===== src/ptl_pkg.sv =====
// Package: register map, field positions, reset values and counts
package ptl_pkg;
    // Register byte offsets on the APB bus
    localparam logic [7:0] GEN_CFG_A_OFS   = 8'h00;
    localparam logic [7:0] GEN_CFG_B_OFS   = 8'h04;
    localparam logic [7:0] LOOP_CTRL_OFS   = 8'h08;
    localparam logic [7:0] GOOD_CNT_OFS    = 8'h0c;
    localparam logic [7:0] BAD_CNT_OFS     = 8'h10;
    localparam logic [7:0] GEN_STAT_OFS    = 8'h14;
    localparam logic [7:0] GEN_DA_LO_OFS   = 8'h18;
    localparam logic [7:0] GEN_SA_LO_OFS   = 8'h1c;
    // Config A fields: [15:0] frame size, [23:16] gap, [24] duration
    localparam int SIZE_LSB   = 0;
    localparam int GAP_LSB    = 16;
    localparam int DUR_BIT    = 24;
    // Config B fields
    localparam int ENA_BIT    = 0;
    localparam int RUN_BIT    = 1;
    localparam int BADFCS_BIT = 2;
    localparam int PAT_LSB    = 8;
    // Loop control fields
    localparam int REMOTE_BIT = 0;
    localparam int LOCAL_BIT  = 1;
    localparam int PLUG_BIT   = 2;
    localparam int SWAPOFF_BIT = 3;
    // Reset values
    localparam logic [31:0] CFG_A_RST = 32'h010c_0040;
    localparam logic [31:0] CFG_B_RST = 32'h0000_5a00;
    localparam logic [31:0] LOOP_RST  = 32'h0000_0000;
    // Frame count limit when duration setting is 0
    localparam int unsigned FRAME_LIMIT = 30000000;
    // Speed encodings
    localparam logic [1:0] SPD_10   = 2'h0;
    localparam logic [1:0] SPD_100  = 2'h1;
    localparam logic [1:0] SPD_1000 = 2'h2;
    // Cycles per byte at each speed, 100 MHz clock
    localparam int BYTE_DIV_10   = 80;
    localparam int BYTE_DIV_100  = 8;
    localparam int BYTE_DIV_1000 = 1;
    // Bus data width and FIFO depth
    localparam int DW = 32;
    localparam int FIFO_DEPTH = 4;
endpackage : ptl_pkg


===== src/ptl_fifo.sv =====
// Small valid/ready FIFO with parameterised width and depth
`timescale 1ns/1ps
module ptl_fifo #(
    parameter int WIDTH = 9,
    parameter int DEPTH = 4
) (
    input  wire logic             pclk,
    input  wire logic             presetn,
    input  wire logic [WIDTH-1:0] in_data,
    input  wire logic             in_valid,
    output logic                  in_ready,
    output logic      [WIDTH-1:0] out_data,
    output logic                  out_valid,
    input  wire logic             out_ready
);
    localparam int AW = $clog2(DEPTH);
    logic [WIDTH-1:0] mem [DEPTH];
    logic [AW-1:0]    wr_reg;
    logic [AW-1:0]    rd_reg;
    logic [AW:0]      cnt_reg;
    logic             push;
    logic             pop;

    // Honest full and empty flags
    assign in_ready  = (cnt_reg != AW'(0) + (AW+1)'(DEPTH));
    assign out_valid = (cnt_reg != '0);
    assign out_data  = mem[rd_reg];
    assign push = in_valid && in_ready;
    assign pop  = out_valid && out_ready;

    // Storage write
    always_ff @(posedge pclk) begin
        if (push) begin
            mem[wr_reg] <= in_data;
        end
    end

    // Pointers and fill count
    always_ff @(posedge pclk or negedge presetn) begin
        if (!presetn) begin
            wr_reg  <= '0;
            rd_reg  <= '0;
            cnt_reg <= '0;
        end else begin
            if (push) begin
                wr_reg <= (wr_reg == AW'(DEPTH-1)) ? '0 : wr_reg + AW'(1);
            end
            if (pop) begin
                rd_reg <= (rd_reg == AW'(DEPTH-1)) ? '0 : rd_reg + AW'(1);
            end
            cnt_reg <= cnt_reg + (AW+1)'(push) - (AW+1)'(pop);
        end
    end

    a_fifo_no_overflow : assert property (@(posedge pclk) disable iff (!presetn)
        cnt_reg <= (AW+1)'(DEPTH)) else $error("FIFO overfilled");
endmodule : ptl_fifo


===== src/ptl_crc_counter.sv =====
// Saturating frame counter with a clear strobe
`timescale 1ns/1ps
module ptl_crc_counter #(
    parameter int WIDTH = 14
) (
    input  wire logic             pclk,
    input  wire logic             presetn,
    input  wire logic             inc,
    input  wire logic             clr,
    output logic      [WIDTH-1:0] count
);
    // Count up and hold at the top; a count in the clear cycle survives
    always_ff @(posedge pclk or negedge presetn) begin
        if (!presetn) begin
            count <= '0;
        end else if (clr) begin
            count <= inc ? WIDTH'(1) : '0;
        end else if (inc && count != '1) begin
            count <= count + WIDTH'(1);
        end
    end
endmodule : ptl_crc_counter


===== src/ptl_test_top.sv =====
// Per-port test logic: frame generator, CRC counters and loopbacks
// Function
// [RULE1] Generator enabled: MAC transmit ignored, generator sole media source.
// [RULE2] Generator works at 10, 100 and 1000 Mbit/s speed settings.
// [RULE3] Writing run to 1 starts frames built from the configuration.
// [RULE4] Duration 0: run clears itself after 30,000,000 frames.
// [RULE5] Operator uses generator only with test equipment, not live networks.
// [RULE6] Readable 14-bit counter of frames received with good CRC.
// [RULE7] Separate readable 8-bit counter of bad CRC frames.
// [RULE8] Remote loopback resends incoming media data back to the partner.
// [RULE9] During remote loopback media data still reaches MAC receive.
// [RULE10] During remote loopback MAC transmit data is disregarded.
// [RULE11] Remote loopback acts only at 1 Gbit/s.
// [RULE12] Local loopback returns MAC transmit data to MAC receive.
// [RULE13] During local loopback nothing goes onto the media.
// [RULE14] Plug loopback needs pairs A-B and C-D joined externally.
// [RULE15] Plug loopback works at every supported speed.
// [RULE16] Software sets negotiation, speed, duplex via registers 0, 4, 9.
// [RULE17] Gigabit plug loopback: enable bit first, then swap correction off.
// [RULE18] Run bit ignored unless generator enable is also set.
//
// Design decisions made here: the register offsets and the APB register port.
`timescale 1ns/1ps
module ptl_test_top #(
    parameter int unsigned FRAME_LIMIT = ptl_pkg::FRAME_LIMIT
) (
    input  wire logic        pclk,
    input  wire logic        presetn,
    input  wire logic        psel,
    input  wire logic        penable,
    input  wire logic        pwrite,
    input  wire logic [7:0]  paddr,
    input  wire logic [31:0] pwdata,
    output logic      [31:0] prdata,
    output logic             pready,
    output logic             pslverr,
    input  wire logic [1:0]  link_speed,
    input  wire logic [7:0]  mac_txd,
    input  wire logic        mac_tx_en,
    input  wire logic [7:0]  media_rxd,
    input  wire logic        media_rx_dv,
    input  wire logic        media_crc_good,
    input  wire logic        media_crc_bad,
    output logic      [7:0]  mac_rxd,
    output logic             mac_rx_dv,
    output logic      [7:0]  media_txd,
    output logic             media_tx_en,
    output logic             pair_swap_off,
    output logic             plug_loop_1000
);
    // Registers
    logic [31:0] cfg_a_reg;
    logic [31:0] cfg_b_reg;
    logic [31:0] loop_reg;
    logic [31:0] da_reg;
    logic [31:0] sa_reg;
    logic [24:0] frames_reg;
    logic [1:0]  spd_reg;
    logic        wr_acc;
    logic        rd_acc;
    logic        good_clr;
    logic        bad_clr;
    logic [13:0] good_cnt;
    logic [7:0]  bad_cnt;

    // Enumerated generator states
    typedef enum logic [3:0] {
        PTL_IDLE = 4'b0001,
        PTL_HEAD = 4'b0010,
        PTL_BODY = 4'b0100,
        PTL_GAP  = 4'b1000
    } ptl_state_t;
    ptl_state_t  st_reg;
    logic [15:0] pos_reg;
    logic [6:0]  div_reg;
    logic        byte_tick;
    logic        gen_go;
    logic        frame_done;

    // FIFO between generator and media
    logic [8:0]  gf_in;
    logic        gf_in_valid;
    logic        gf_in_ready;
    logic [8:0]  gf_out;
    logic        gf_out_valid;
    logic        gf_out_ready;

    logic gen_ena;
    logic gen_run;
    logic remote_on;
    logic local_on;
    assign gen_ena   = cfg_b_reg[ptl_pkg::ENA_BIT];
    assign gen_run   = cfg_b_reg[ptl_pkg::RUN_BIT];
    // [RULE11] Remote gated by speed
    assign remote_on = loop_reg[ptl_pkg::REMOTE_BIT]
                       && (spd_reg == ptl_pkg::SPD_1000);
    assign local_on  = loop_reg[ptl_pkg::LOCAL_BIT];
    // [RULE18] Run needs enable
    assign gen_go    = gen_ena && gen_run;

    // APB strobes; zero-wait answer
    assign wr_acc   = psel && penable && pwrite;
    assign rd_acc   = psel && !penable && !pwrite;
    assign good_clr = wr_acc && paddr == ptl_pkg::GOOD_CNT_OFS;
    assign bad_clr  = wr_acc && paddr == ptl_pkg::BAD_CNT_OFS;

    // Speed setting sampled from the port logic
    always_ff @(posedge pclk or negedge presetn) begin
        if (!presetn) begin
            spd_reg <= ptl_pkg::SPD_10;
        end else begin
            spd_reg <= link_speed;
        end
    end

    // Writable configuration registers
    always_ff @(posedge pclk or negedge presetn) begin
        if (!presetn) begin
            cfg_a_reg <= ptl_pkg::CFG_A_RST;
            loop_reg  <= ptl_pkg::LOOP_RST;
            da_reg    <= '1;
            sa_reg    <= 32'h0000_0002;
        end else if (wr_acc) begin
            unique case (paddr)
                ptl_pkg::GEN_CFG_A_OFS: cfg_a_reg <= pwdata;
                // [RULE17] Plug enable and swap-off bits for software
                ptl_pkg::LOOP_CTRL_OFS: loop_reg <= {28'h0, pwdata[3:0]};
                ptl_pkg::GEN_DA_LO_OFS: da_reg <= pwdata;
                ptl_pkg::GEN_SA_LO_OFS: sa_reg <= pwdata;
                default: ;
            endcase
        end
    end

    // Config B with self-clearing run bit
    always_ff @(posedge pclk or negedge presetn) begin
        if (!presetn) begin
            cfg_b_reg <= ptl_pkg::CFG_B_RST;
        end else if (wr_acc && paddr == ptl_pkg::GEN_CFG_B_OFS) begin
            cfg_b_reg <= {16'h0, pwdata[15:8], 5'h0, pwdata[2:0]};
        // [RULE4] Auto clear at limit
        end else if (!cfg_a_reg[ptl_pkg::DUR_BIT] && frame_done
                     && frames_reg == 25'(FRAME_LIMIT - 1)) begin
            cfg_b_reg[ptl_pkg::RUN_BIT] <= 1'b0;
        end
    end

    // Frame counter for the duration limit
    always_ff @(posedge pclk or negedge presetn) begin
        if (!presetn) begin
            frames_reg <= '0;
        end else if (!gen_go) begin
            frames_reg <= '0;
        end else if (frame_done) begin
            frames_reg <= frames_reg + 25'(1);
        end
    end

    // [RULE2] Byte pacing per speed setting
    always_ff @(posedge pclk or negedge presetn) begin
        if (!presetn) begin
            div_reg <= '0;
        end else if (byte_tick) begin
            div_reg <= '0;
        end else begin
            div_reg <= div_reg + 7'(1);
        end
    end
    always_comb begin
        unique case (spd_reg)
            ptl_pkg::SPD_10:
                byte_tick = div_reg == 7'(ptl_pkg::BYTE_DIV_10 - 1);
            ptl_pkg::SPD_100:
                byte_tick = div_reg == 7'(ptl_pkg::BYTE_DIV_100 - 1);
            default:
                byte_tick = div_reg == 7'(ptl_pkg::BYTE_DIV_1000 - 1);
        endcase
    end

    // Frame builder byte selection
    always_comb begin
        gf_in = {1'b0, cfg_b_reg[15:8]};
        unique case (st_reg)
            PTL_HEAD: begin
                if (pos_reg < 16'd6) begin
                    gf_in = {1'b1, da_reg[8*(pos_reg[1:0])+:8]};
                end else begin
                    gf_in = {1'b1, sa_reg[8*(pos_reg[1:0])+:8]};
                end
            end
            PTL_BODY: begin
                // Corrupted last byte stands for a bad FCS
                if (cfg_b_reg[ptl_pkg::BADFCS_BIT] && pos_reg == 16'd1) begin
                    gf_in = {1'b1, ~cfg_b_reg[15:8]};
                end else begin
                    gf_in = {1'b1, cfg_b_reg[15:8]};
                end
            end
            default: gf_in = {1'b0, cfg_b_reg[15:8]};
        endcase
    end
    assign gf_in_valid = (st_reg == PTL_HEAD || st_reg == PTL_BODY)
                         && byte_tick;
    assign frame_done  = st_reg == PTL_BODY && gf_in_valid && gf_in_ready
                         && pos_reg == 16'd1;

    // [RULE3] Generator sequencing
    always_ff @(posedge pclk or negedge presetn) begin
        if (!presetn) begin
            st_reg  <= PTL_IDLE;
            pos_reg <= '0;
        end else begin
            unique case (st_reg)
                PTL_IDLE: begin
                    if (gen_go) begin
                        st_reg  <= PTL_HEAD;
                        pos_reg <= '0;
                    end
                end
                PTL_HEAD: begin
                    if (gf_in_valid && gf_in_ready) begin
                        if (pos_reg == 16'd11) begin
                            st_reg  <= PTL_BODY;
                            pos_reg <= cfg_a_reg[15:0] - 16'd12;
                        end else begin
                            pos_reg <= pos_reg + 16'd1;
                        end
                    end
                end
                PTL_BODY: begin
                    if (gf_in_valid && gf_in_ready) begin
                        if (pos_reg <= 16'd1) begin
                            st_reg  <= PTL_GAP;
                            pos_reg <= {8'h0, cfg_a_reg[23:16]};
                        end else begin
                            pos_reg <= pos_reg - 16'd1;
                        end
                    end
                end
                PTL_GAP: begin
                    if (byte_tick) begin
                        if (pos_reg == '0) begin
                            st_reg <= gen_go ? PTL_HEAD : PTL_IDLE;
                        end else begin
                            pos_reg <= pos_reg - 16'd1;
                        end
                    end
                end
            endcase
        end
    end

    ptl_fifo #(.WIDTH(9), .DEPTH(ptl_pkg::FIFO_DEPTH)) u_gen_fifo (
        .pclk      (pclk),
        .presetn   (presetn),
        .in_data   (gf_in),
        .in_valid  (gf_in_valid),
        .in_ready  (gf_in_ready),
        .out_data  (gf_out),
        .out_valid (gf_out_valid),
        .out_ready (gf_out_ready)
    );
    // Media side drains one byte per byte slot
    assign gf_out_ready = byte_tick;

    // Media transmit path selection
    always_ff @(posedge pclk or negedge presetn) begin
        if (!presetn) begin
            media_txd   <= '0;
            media_tx_en <= 1'b0;
        // [RULE13] Local loop silences media
        end else if (local_on) begin
            media_txd   <= '0;
            media_tx_en <= 1'b0;
        // [RULE1] Generator only source
        end else if (gen_ena) begin
            media_txd   <= gf_out_valid && byte_tick ? gf_out[7:0] : '0;
            media_tx_en <= gf_out_valid && byte_tick && gf_out[8];
        // [RULE8] Echo partner data; [RULE10] MAC ignored
        end else if (remote_on) begin
            media_txd   <= media_rxd;
            media_tx_en <= media_rx_dv;
        end else begin
            media_txd   <= mac_txd;
            media_tx_en <= mac_tx_en;
        end
    end

    // MAC receive path selection
    always_ff @(posedge pclk or negedge presetn) begin
        if (!presetn) begin
            mac_rxd   <= '0;
            mac_rx_dv <= 1'b0;
        // [RULE12] Transmit looped to receive
        end else if (local_on) begin
            mac_rxd   <= mac_txd;
            mac_rx_dv <= mac_tx_en;
        // [RULE9] Media data still delivered
        end else begin
            mac_rxd   <= media_rxd;
            mac_rx_dv <= media_rx_dv;
        end
    end

    // [RULE15] Plug loopback controls to the analog front end
    always_ff @(posedge pclk or negedge presetn) begin
        if (!presetn) begin
            plug_loop_1000 <= 1'b0;
            pair_swap_off  <= 1'b0;
        end else begin
            plug_loop_1000 <= loop_reg[ptl_pkg::PLUG_BIT];
            pair_swap_off  <= loop_reg[ptl_pkg::SWAPOFF_BIT];
        end
    end

    // [RULE6] Good CRC counter
    ptl_crc_counter #(.WIDTH(14)) u_good_cnt (
        .pclk    (pclk),
        .presetn (presetn),
        .inc     (media_crc_good),
        .clr     (good_clr),
        .count   (good_cnt)
    );
    // [RULE7] Bad CRC counter
    ptl_crc_counter #(.WIDTH(8)) u_bad_cnt (
        .pclk    (pclk),
        .presetn (presetn),
        .inc     (media_crc_bad),
        .clr     (bad_clr),
        .count   (bad_cnt)
    );

    // APB read data, registered in the setup cycle
    always_ff @(posedge pclk or negedge presetn) begin
        if (!presetn) begin
            prdata  <= '0;
            pslverr <= 1'b0;
            pready  <= 1'b0;
        end else begin
            pready  <= psel && !penable;
            pslverr <= psel && !penable && paddr > ptl_pkg::GEN_SA_LO_OFS;
            if (rd_acc) begin
                unique case (paddr)
                    ptl_pkg::GEN_CFG_A_OFS: prdata <= cfg_a_reg;
                    ptl_pkg::GEN_CFG_B_OFS: prdata <= cfg_b_reg;
                    ptl_pkg::LOOP_CTRL_OFS: prdata <= loop_reg;
                    ptl_pkg::GOOD_CNT_OFS:  prdata <= {18'h0, good_cnt};
                    ptl_pkg::BAD_CNT_OFS:   prdata <= {24'h0, bad_cnt};
                    ptl_pkg::GEN_STAT_OFS:
                        prdata <= {3'h0, st_reg, frames_reg};
                    ptl_pkg::GEN_DA_LO_OFS: prdata <= da_reg;
                    ptl_pkg::GEN_SA_LO_OFS: prdata <= sa_reg;
                    default: prdata <= '0;
                endcase
            end
        end
    end

    a_local_quiet : assert property ( // [RULE13]
        @(posedge pclk) disable iff (!presetn) local_on |=> !media_tx_en)
        else $error("Media driven in local loop");
    a_local_echo : assert property ( // [RULE12]
        @(posedge pclk) disable iff (!presetn)
        local_on |=> mac_rxd == $past(mac_txd))
        else $error("Local loop data");
    a_remote_echo : assert property ( // [RULE8]
        @(posedge pclk) disable iff (!presetn)
        remote_on && !local_on && !gen_ena |=> media_txd == $past(media_rxd))
        else $error("Remote loop data");
    a_remote_rx_pass : assert property ( // [RULE9]
        @(posedge pclk) disable iff (!presetn)
        remote_on && !local_on |=> mac_rxd == $past(media_rxd))
        else $error("Receive lost in remote loop");
    // Off gigabit the remote bit leaves the MAC path on the media
    a_remote_speed : assert property ( // [RULE11]
        @(posedge pclk) disable iff (!presetn)
        loop_reg[ptl_pkg::REMOTE_BIT] && spd_reg != ptl_pkg::SPD_1000
        && !local_on && !gen_ena |=> media_txd == $past(mac_txd))
        else $error("Remote loop off gigabit");
    a_gen_only_src : assert property ( // [RULE1]
        @(posedge pclk) disable iff (!presetn)
        gen_ena && !local_on && !gf_out_valid |=> !media_tx_en)
        else $error("MAC data leaked");
    a_run_gate : assert property ( // [RULE18]
        @(posedge pclk) disable iff (!presetn)
        st_reg == PTL_IDLE && !gen_go |=> st_reg == PTL_IDLE)
        else $error("Frames without enable");
    a_run_start : assert property ( // [RULE3]
        @(posedge pclk) disable iff (!presetn)
        st_reg == PTL_IDLE && gen_go |=> st_reg == PTL_HEAD)
        else $error("Run did not start");
    a_good_count : assert property ( // [RULE6]
        @(posedge pclk) disable iff (!presetn)
        media_crc_good && !good_clr && good_cnt != 14'h3fff
        |=> good_cnt == $past(good_cnt) + 14'h1)
        else $error("Good counter missed");
    a_bad_count : assert property ( // [RULE7]
        @(posedge pclk) disable iff (!presetn)
        media_crc_bad && !bad_clr && bad_cnt != 8'hff
        |=> bad_cnt == $past(bad_cnt) + 8'h1)
        else $error("Bad counter missed");
    a_limit_clear : assert property ( // [RULE4]
        @(posedge pclk) disable iff (!presetn)
        frame_done && !cfg_a_reg[ptl_pkg::DUR_BIT] && !wr_acc
        && frames_reg == 25'(FRAME_LIMIT - 1) |=> !gen_run)
        else $error("Run not cleared");
    c_gen_frame : cover property (@(posedge pclk) frame_done);
    c_local_loop : cover property (@(posedge pclk) local_on && mac_tx_en);
    c_remote_loop : cover property (@(posedge pclk) remote_on && media_rx_dv);
    c_fifo_full : cover property (@(posedge pclk) !gf_in_ready);
endmodule : ptl_test_top


===== config.mk =====
export PLATFORM = sky130hd
export DESIGN_NAME = ptl_test_top
export DESIGN_NICKNAME = d
export VERILOG_FILES = /design/src/ptl_pkg.sv /design/src/ptl_fifo.sv /design/src/ptl_crc_counter.sv /design/src/ptl_test_top.sv
export SDC_FILE = /design/constraint.sdc
export NUM_CORES = 1
export LEC_CHECK = 0
export BUFFER_PORTS_ARGS = -buffer_cell sky130_fd_sc_hd__buf_2
export CAP_MARGIN = 20
export CELL_PAD_IN_SITES_DETAIL_PLACEMENT = 1
export CELL_PAD_IN_SITES_GLOBAL_PLACEMENT = 2
export CORE_MARGIN = 3
export CORE_UTILIZATION = 37
export CTS_CLUSTER_SIZE = 14
export DETAILED_ROUTE_END_ITERATION = 8
export PLACE_DENSITY_LB_ADDON = 0.1
export RECOVER_POWER = 100
export SLEW_MARGIN = 30
export SYNTH_ARGS = -nofsm -noshare
export SYNTH_HDL_FRONTEND = slang
export SYNTH_SLANG_ARGS = --single-unit
export TNS_END_PERCENT = 50

===== constraint.sdc =====
create_clock -name pclk -period 2.8 [get_ports pclk]
set_input_delay 0.14 -clock pclk [delete_from_list [all_inputs] [get_ports pclk]]
set_output_delay 0.14 -clock pclk [all_outputs]
set_load 0.02 [all_outputs]

==> impl_results.md, run 1 <==
* CP max FO at 11
* Initial antenna violation count at 0
* R2r endpoint: st_reg[0]
* R2R Path Start: pos_reg[0]
* F_max at 0.368 GHz
* Critical-path cell list: dlygate4sd3_1 > clkbuf_1 > nand2_1 > nor2_1 > clkbuf_2 > a222oi_1 > a21oi_1 > a21o_1
* Mapped Nets at ~1400
* Slew headroom at -33.0%
* Synth top area cells: dfrtp_1, mux2_2, dfstp_2
* Synth Cell Area at 14500 um^2
* Vias in the first global route at 12300
* P_leak at 0.00786 uW
* Worst Hold Launch: media_rxd[0]
* Clock skew at 13.1 ps
* Status: complete, but fails checks
* Inst Count DP at approximately 1900
* Worst setup EP type: register
* CP Launch Type: input port
* Max Cap Viol at 1
* Die H at 204 um
* Detailed Route WL at 50400 um
* GRT Util Overall at between 20% and 30%
* Synth Area in Compound Gates at 12.4%
* CP Data Arrival Time at 3180 ps
* CTS tree: built
* Die area at 41600 um^2
* Hold Path Stages at 5
* CP startpoint: paddr[2]
* Most frequent cells after synthesis: dfrtp_1, mux2_2, nor2_1, nand2_1, mux2i_1
* Slew @ Worst Pin at roughly 2000 ps
* # DRC at 0
* Final Hold Fails at 0
* Violated checks: max-capacitance violations, max-slew violations
* CP Class: input port to register
* Drt initial violations at 756
* Pins over their slew limit at 71
* Initial Util at 38.0%
* Post-detailed-placement half-perimeter wirelength at around 37000 um
* Main combinational cell family by area after synthesis: multiplexers
* DP Area at 16300 um^2
* # diodes at 0
* Crit-path slowest cell: nor2_1
* Total grt overflow at 0
* Synth Area in Adders at 1.52%
* Area of the core at 38100 um^2
* CTS clk-pin slew, worst paths at 60 ps
* R2R depth at 8
* ANT nets after route at 0
* Routed via count at 11700
* CTS root buf: clkbuf_16
* Post-synth EDFFs at 36
* First-pass GRT wire length at 76800 um
* YS warnings at 0
* FF-to-FF setup slack at 110 ps
* Max reg flops at 36
* Area Growth Syn to Fin at 23.6%
* Clk_lat worst skew at 540 ps
* Average wire per standard cell at 24.5 um
* # setup viols final at 0
* RSZ-0062 raised after global routing: false
* Top reg by flops: u_gen_fifo.mem
* Largest net degree at the start of global routing at around 70
* Tcrit/Tclk final at 97.1%
* Sequential cell area at 7340 um^2
* RePlAce Congestion at about 0.92
* Post-synthesis xor/xnor area fraction at 3.93%
* Fillers at 4135
* Cells after synthesis at ~1300
* Area leader, netlist: dfrtp_1
* Vias per cell at 5.67
* CTS H-tree lvls at 2
* Seq/Total Area, Yosys at 50.7%
* Fin cells at between 2000 and 2500
* Most common cell in the netlist: dfrtp_1
* Synth Area in Simple Gates at 13.5%
* Top cell type's share of synthesized area at 35.6%
* Die X at a little over 200 um
* Buffers added on ports at 120
* I/O pin cnt at around 120
* Mux cell area share after synthesis at 15.5%
* Number of library cell types mapped by synthesis at between 70 and 80
* Ys flop type: dfrtp_1
* Cell area power density at between 600 and 700 nW/um^2
* Final #Nets at 1601
* Synth Register Bits at 284
* Clk buf depth at 3
* Hold Crit Class: input port to register
* Minimum clock period at approximately 2700 ps
* Fraction of registers with async set/reset at 87.3%
* Setup_tns at 0 ps
* Synth Area per Inst at 11.3 um^2
* Layout cells sized above 1 at about a quarter
* CP Data Required Time at 3260 ps
* CTS sink cnt at 284
* # rows at just over 70
* Worst VDD drop at 0.466 mV
* Min-Delay Endpoint: media_txd[0]
* Multi-input logic area at 6860 um^2
* Cell area after layout at 17900 um^2
* CP max stage delay at 980 ps
* DRT Pass-1 Iters at 5
* CTS Buf Count at 35
cells in the final DEF (no fill, tap or decap), types with 7 or more instances in the layout:
cell type	instances
nor4_1	14
dfstp_2	42
a31oi_1	20
a21oi_1	39
dfrtp_1	205
xor2_1	44
nor2_1	96
clkbuf_1	76
o22ai_1	11
o21ai_0	51
or3_1	16
nand4_1	31
edfxtp_1	36
xnor2_1	21
nor3_1	15
buf_2	66
and2_1	11
buf_4	54
a211oi_1	9
ha_1	15
a211o_1	10
mux2i_1	60
and4_1	8
nand2_1	84
a22oi_1	13
mux4_2	10
a21o_1	24
inv_1	17
a221oi_1	8
mux2_2	126
clkbuf_16	37
clkbuf_2	11
a222oi_1	20
dlygate4sd3_1	59
and3_1	7
nand3_1	43
a221o_1	7
worst max-delay path: cells and delay by family:
family	cells	cell delay, ps
simple gates	2	1160
buf+inv	3	1340
compound gates	3	520
worst max path at each step:
stage          slack [ps]                     to  cells after the start
2_1_floorplan          60  u_gen_fifo.cnt_reg[2]                     12
3_3_place_gp          100         frames_reg[24]                      9
3_5_place_dp           90         frames_reg[24]                     10
4_1_cts                50         frames_reg[24]                     10
5_1_grt                10   u_gen_fifo.mem[0][0]                      9
6_report               80             prdata[27]                      8
metrics by stage:
step | utilization [%] | hold slack (ps) | setup WS [ps] | power [uW]
5_1_grt | 47.0 | 65.0 | 13.1 | 12900
6_report | 47.0 | 26.5 | 82.5 | 12300
3_5_place_dp | 42.7 | 173 | 85.8 | 7490
2_1_floorplan | - | -156 | 60.3 | 6410
3_3_place_gp | 42.7 | 165 | 95.0 | 7450
4_1_cts | 47.4 | 4.01 | 50.8 | 12400
layout make-up:
type | count | area share, %
multi-input combinational | 911 | 38.3
tap | 511 | 3.57
inverter | 17 | 0.357
clock buffer | 48 | 5.57
clock inverter | 15 | 1.15
timing repair buffer | 268 | 9.99
sequential | 284 | 41.0
what timing repair did:
action,CTS,global route
hold buffers,59,0
endpoints found under the setup margin,0,34
setup buffers,0,1
resized for setup,0,10
hold endpoints to repair,189,0
layer usage:
layer  routed length, um  track usage [%]
met5                   0                0
met4                1250             6.74
met3                1720             2.74
met2               24500             41.0
met1               22800             33.1
cells by family (layout without fill, tap and decap cells):
| kind of cell | Yosys count | in the layout |
|---|---|---|
| DFF | 284 | 284 |
| xor gates and xnor gates | 65 | 65 |
| AOI/OAI and AO/OA | 255 | 255 |
| muxes | 196 | 196 |
| buffers and inverters | 90 | 348 |
| adders and majority gates | 17 | 17 |
| and+or+nand+nor | 378 | 378 |
power breakdown:
group,switching (uW),internal (uW),total (uW)
Sequential,395,4470,4870
Clock,1820,2960,4780
Combinational,1480,1140,2620
(Power assumes the default switching activity.)
==> run 2, diff against run 1 <==
Settings changed: CELL_PAD_IN_SITES_GLOBAL_PLACEMENT 2 to 1, CORE_UTILIZATION 37 to 44, GPL_TIMING_DRIVEN set to 0.
==> run 2 against run 1 <==
  * Register-to-register slack worse by 96 ps
  * Design area is 0.58% lower
  * Sequential share of layout area is 0.25 points higher
  * Critical endpoint is now st_reg[1]
  * The run still ends with max-capacitance violations, max-slew violations left
  * Combinational power is 7% higher
  * Worst hold slack better by 73 ps
  * Largest cell class unchanged
==> impl_results.md, run 2 (synthesis gave the netlist of run 1 again) <==
* # diodes at 0 (unchanged)
* Area Growth Syn to Fin at 22.8%
* Area of the core at 32000 um^2 (-16%)
* ANT nets after route at 0 (unchanged)
* CTS tree: built
* # setup viols final at 0 (unchanged)
* Clk buf depth at 3 (unchanged)
* Switch share at 31.1% (+0.95 points)
* Most frequent cells in the layout: dfrtp_1, mux2_2, clkbuf_1, nor2_1, nand2_1
* GRT Util Overall at 27.6% (+3.4 points)
* Hold Crit Class: input port to register
* Layout cells sized above 1 at 24.1% (-1.9 points)
* Multi-input logic area at 7030 um^2 (+2.5%)
* Vias in the first global route at 12500 (+1.3%)
* Clock skew at 19.8 ps (+6.75 ps)
* P_leak at 0.00764 uW (-2.9%)
* RePlAce Congestion at 0.930 (+1.5%)
* Most common cell after layout, fill and taps aside: dfrtp_1
* CTS H-tree lvls at 1 (-1)
* Internal power at 8320 uW (-3.0%)
* CP max stage delay at 580 ps (-400 ps)
* Average wire per standard cell at 25.0 um (+1.9%)
* Critical-path cell list: ha_1 > nor4bb_2 > nand2_1 > a211oi_1 > mux2_2
* Post-detailed-placement half-perimeter wirelength at 35000 um (-4.4%)
* Sequential cell area at 7340 um^2 (about the same)
* Clock Power Share at 36.8% (-2.2 points)
* DRT Pass-1 Iters at 7 (+2)
* CP Launch Type: register
* Routed via count at 11800 (+1.6%)
* I/O pin cnt at 121 (unchanged)
* Crit-path slowest cell: nor4bb_2
* Setup ws final at 13.8 ps (-68.7 ps)
* CTS root buf: clkbuf_16
* Top reg by flops: u_gen_fifo.mem
* GRT Max-Usage Layer: met2
* Slew @ Worst Pin at 2060 ps (+68.0 ps)
* Initial Util at 45.3% (+7.3 points)
* CP max FO at 10 (-1)
* Clk_lat worst skew at 580 ps (+40 ps)
* Sequential Power Share at 40.1% (+0.4 points)
* # rows at 65 (-8.5%)
* Total grt overflow at 0 (unchanged)
* # DRC at 0 (unchanged)
* Slew headroom at -37.5% (-4.5 points)
* Max Cap Viol at 2 (+1)
* Switching Power at 3750 uW (+1.5%)
* CTS sink cnt at 284 (unchanged)
* Vias per cell at 5.98 (+5.4%)
* CP Data Arrival Time at 3230 ps (+50 ps)
* Tcrit/Tclk final at 99.5% (+2.5 points)
* Violated checks: max-capacitance violations, max-slew violations
* CP Data Required Time at 3250 ps (about the same)
* Max reg flops at 36 (unchanged)
* Pins over their slew limit at 156 (+120%)
* Comb power frac at 23.2% (+1.8 points)
* Detailed Route WL at 49500 um (-1.7%)
* Drt initial violations at 942 (+25%)
* CTS Buf Count at 31 (-11%)
* Buffers added on ports at 120 (unchanged)
* Status: complete, but fails checks
* Die H at 187 um (-8.1%)
* Largest net degree at the start of global routing at 84 (+17%)
* Place WS at -648 ps (-733 ps)
* Initial antenna violation count at 1 (+1)
* Worst VDD drop at 0.601 mV (+29%)
* Worst setup EP type: register
* CP Class: register to register
* CTS clk-pin slew, worst paths at 70 ps (about the same)
* Met1 GRT Util at 36.7% (+3.6 points)
* F_max at 0.359 GHz (-2.5%)
* Fillers at 3428 (-17%)
* Cell area power density at 678 nW/um^2 (-1.1%)
* Global Route met3 Usage at 3.49% (+0.75 points)
* Final Hold Fails at 0 (unchanged)
* Die area at 35100 um^2 (-15%)
* RSZ-0062 raised after global routing: true
* Final #Nets at 1606 (+0.31%)
* Total power at 12100 uW (-1.7%)
* First-pass GRT wire length at 75700 um (-1.4%)
* Met2 GRT Util at 47.2% (+6.2 points)
* Minimum clock period at 2790 ps (+68.7 ps)
* FF-to-FF setup slack at 10 ps (-100 ps)
* Die X at 187 um (-8.1%)
[run 2: metrics by stage]
step | cell area (um^2) | hold WS (ps) | utilization, % | std cells | TNS [ps]
2_1_floorplan | 14500 | -156 | - | 1285 | 0
3_3_place_gp | 15600 | 251 | 48.9 | 1840 | -732710
3_5_place_dp | 15700 | -32.1 | 49.3 | 1844 | -44220
4_1_cts | 17800 | 64.2 | 55.6 | 1980 | 0
5_1_grt | 17800 | 111 | 55.7 | 1981 | -2630
6_report | 17800 | 99.9 | 55.7 | 1981 | 0
[run 2: final timing paths]
kind                             start                 end  depth (start not counted)
max                         pos_reg[0]           st_reg[1]                          5
min                             pwrite  u_bad_cnt.count[6]                          4
max reg2reg                 pos_reg[0]           st_reg[1]                          5
min reg2reg                loop_reg[3]       pair_swap_off                          0
max in group asynchronous      presetn           prdata[1]                          4
min in group asynchronous      presetn           st_reg[0]                          2
[run 2: cell type report]
class                      count  area share [%]
clock inverter                18            1.36
clock buffer                  39            4.87
tap                          435            3.06
inverter                      17           0.359
buffer                        69            1.81
sequential                   284            41.3
multi-input combinational    911            39.5
timing repair buffer         208            7.73
[run 2: what timing repair did]
action / CTS / global route
hold buffers: 68 / 0
pin swaps: 7 / 10
cloned: 0 / 1
setup buffers: 12 / 3
gates resized for setup: 35 / 34
endpoints found under the setup margin: 69 / 59
endpoints found under the hold margin: 288 / 0
[run 2: per-layer routing]
layer  up-vias  wire, um
met1      6096     21200
met4         0      1800
met2       370     24100
met3        88      2390
met5         -         0
li1       5290         -
[run 2: critical path, delay by kind of cell (launching register included)]
family	cells	cell delay, ps
multiplexers	1	390
adder cells (fa/ha/maj)	1	280
AND/OR/NAND/NOR	2	990
flip-flops	1	480
AO/OA/AOI/OAI	1	540
[run 2: power groups by stage]
stage	registers (uW)	logic [uW]	clock network (uW)
finish	4830	2800	4430
global route	4880	3040	4680
CTS	4810	2640	4500
detailed placement	4880	2360	0
global placement	4860	2300	0
floorplan	4780	1630	0
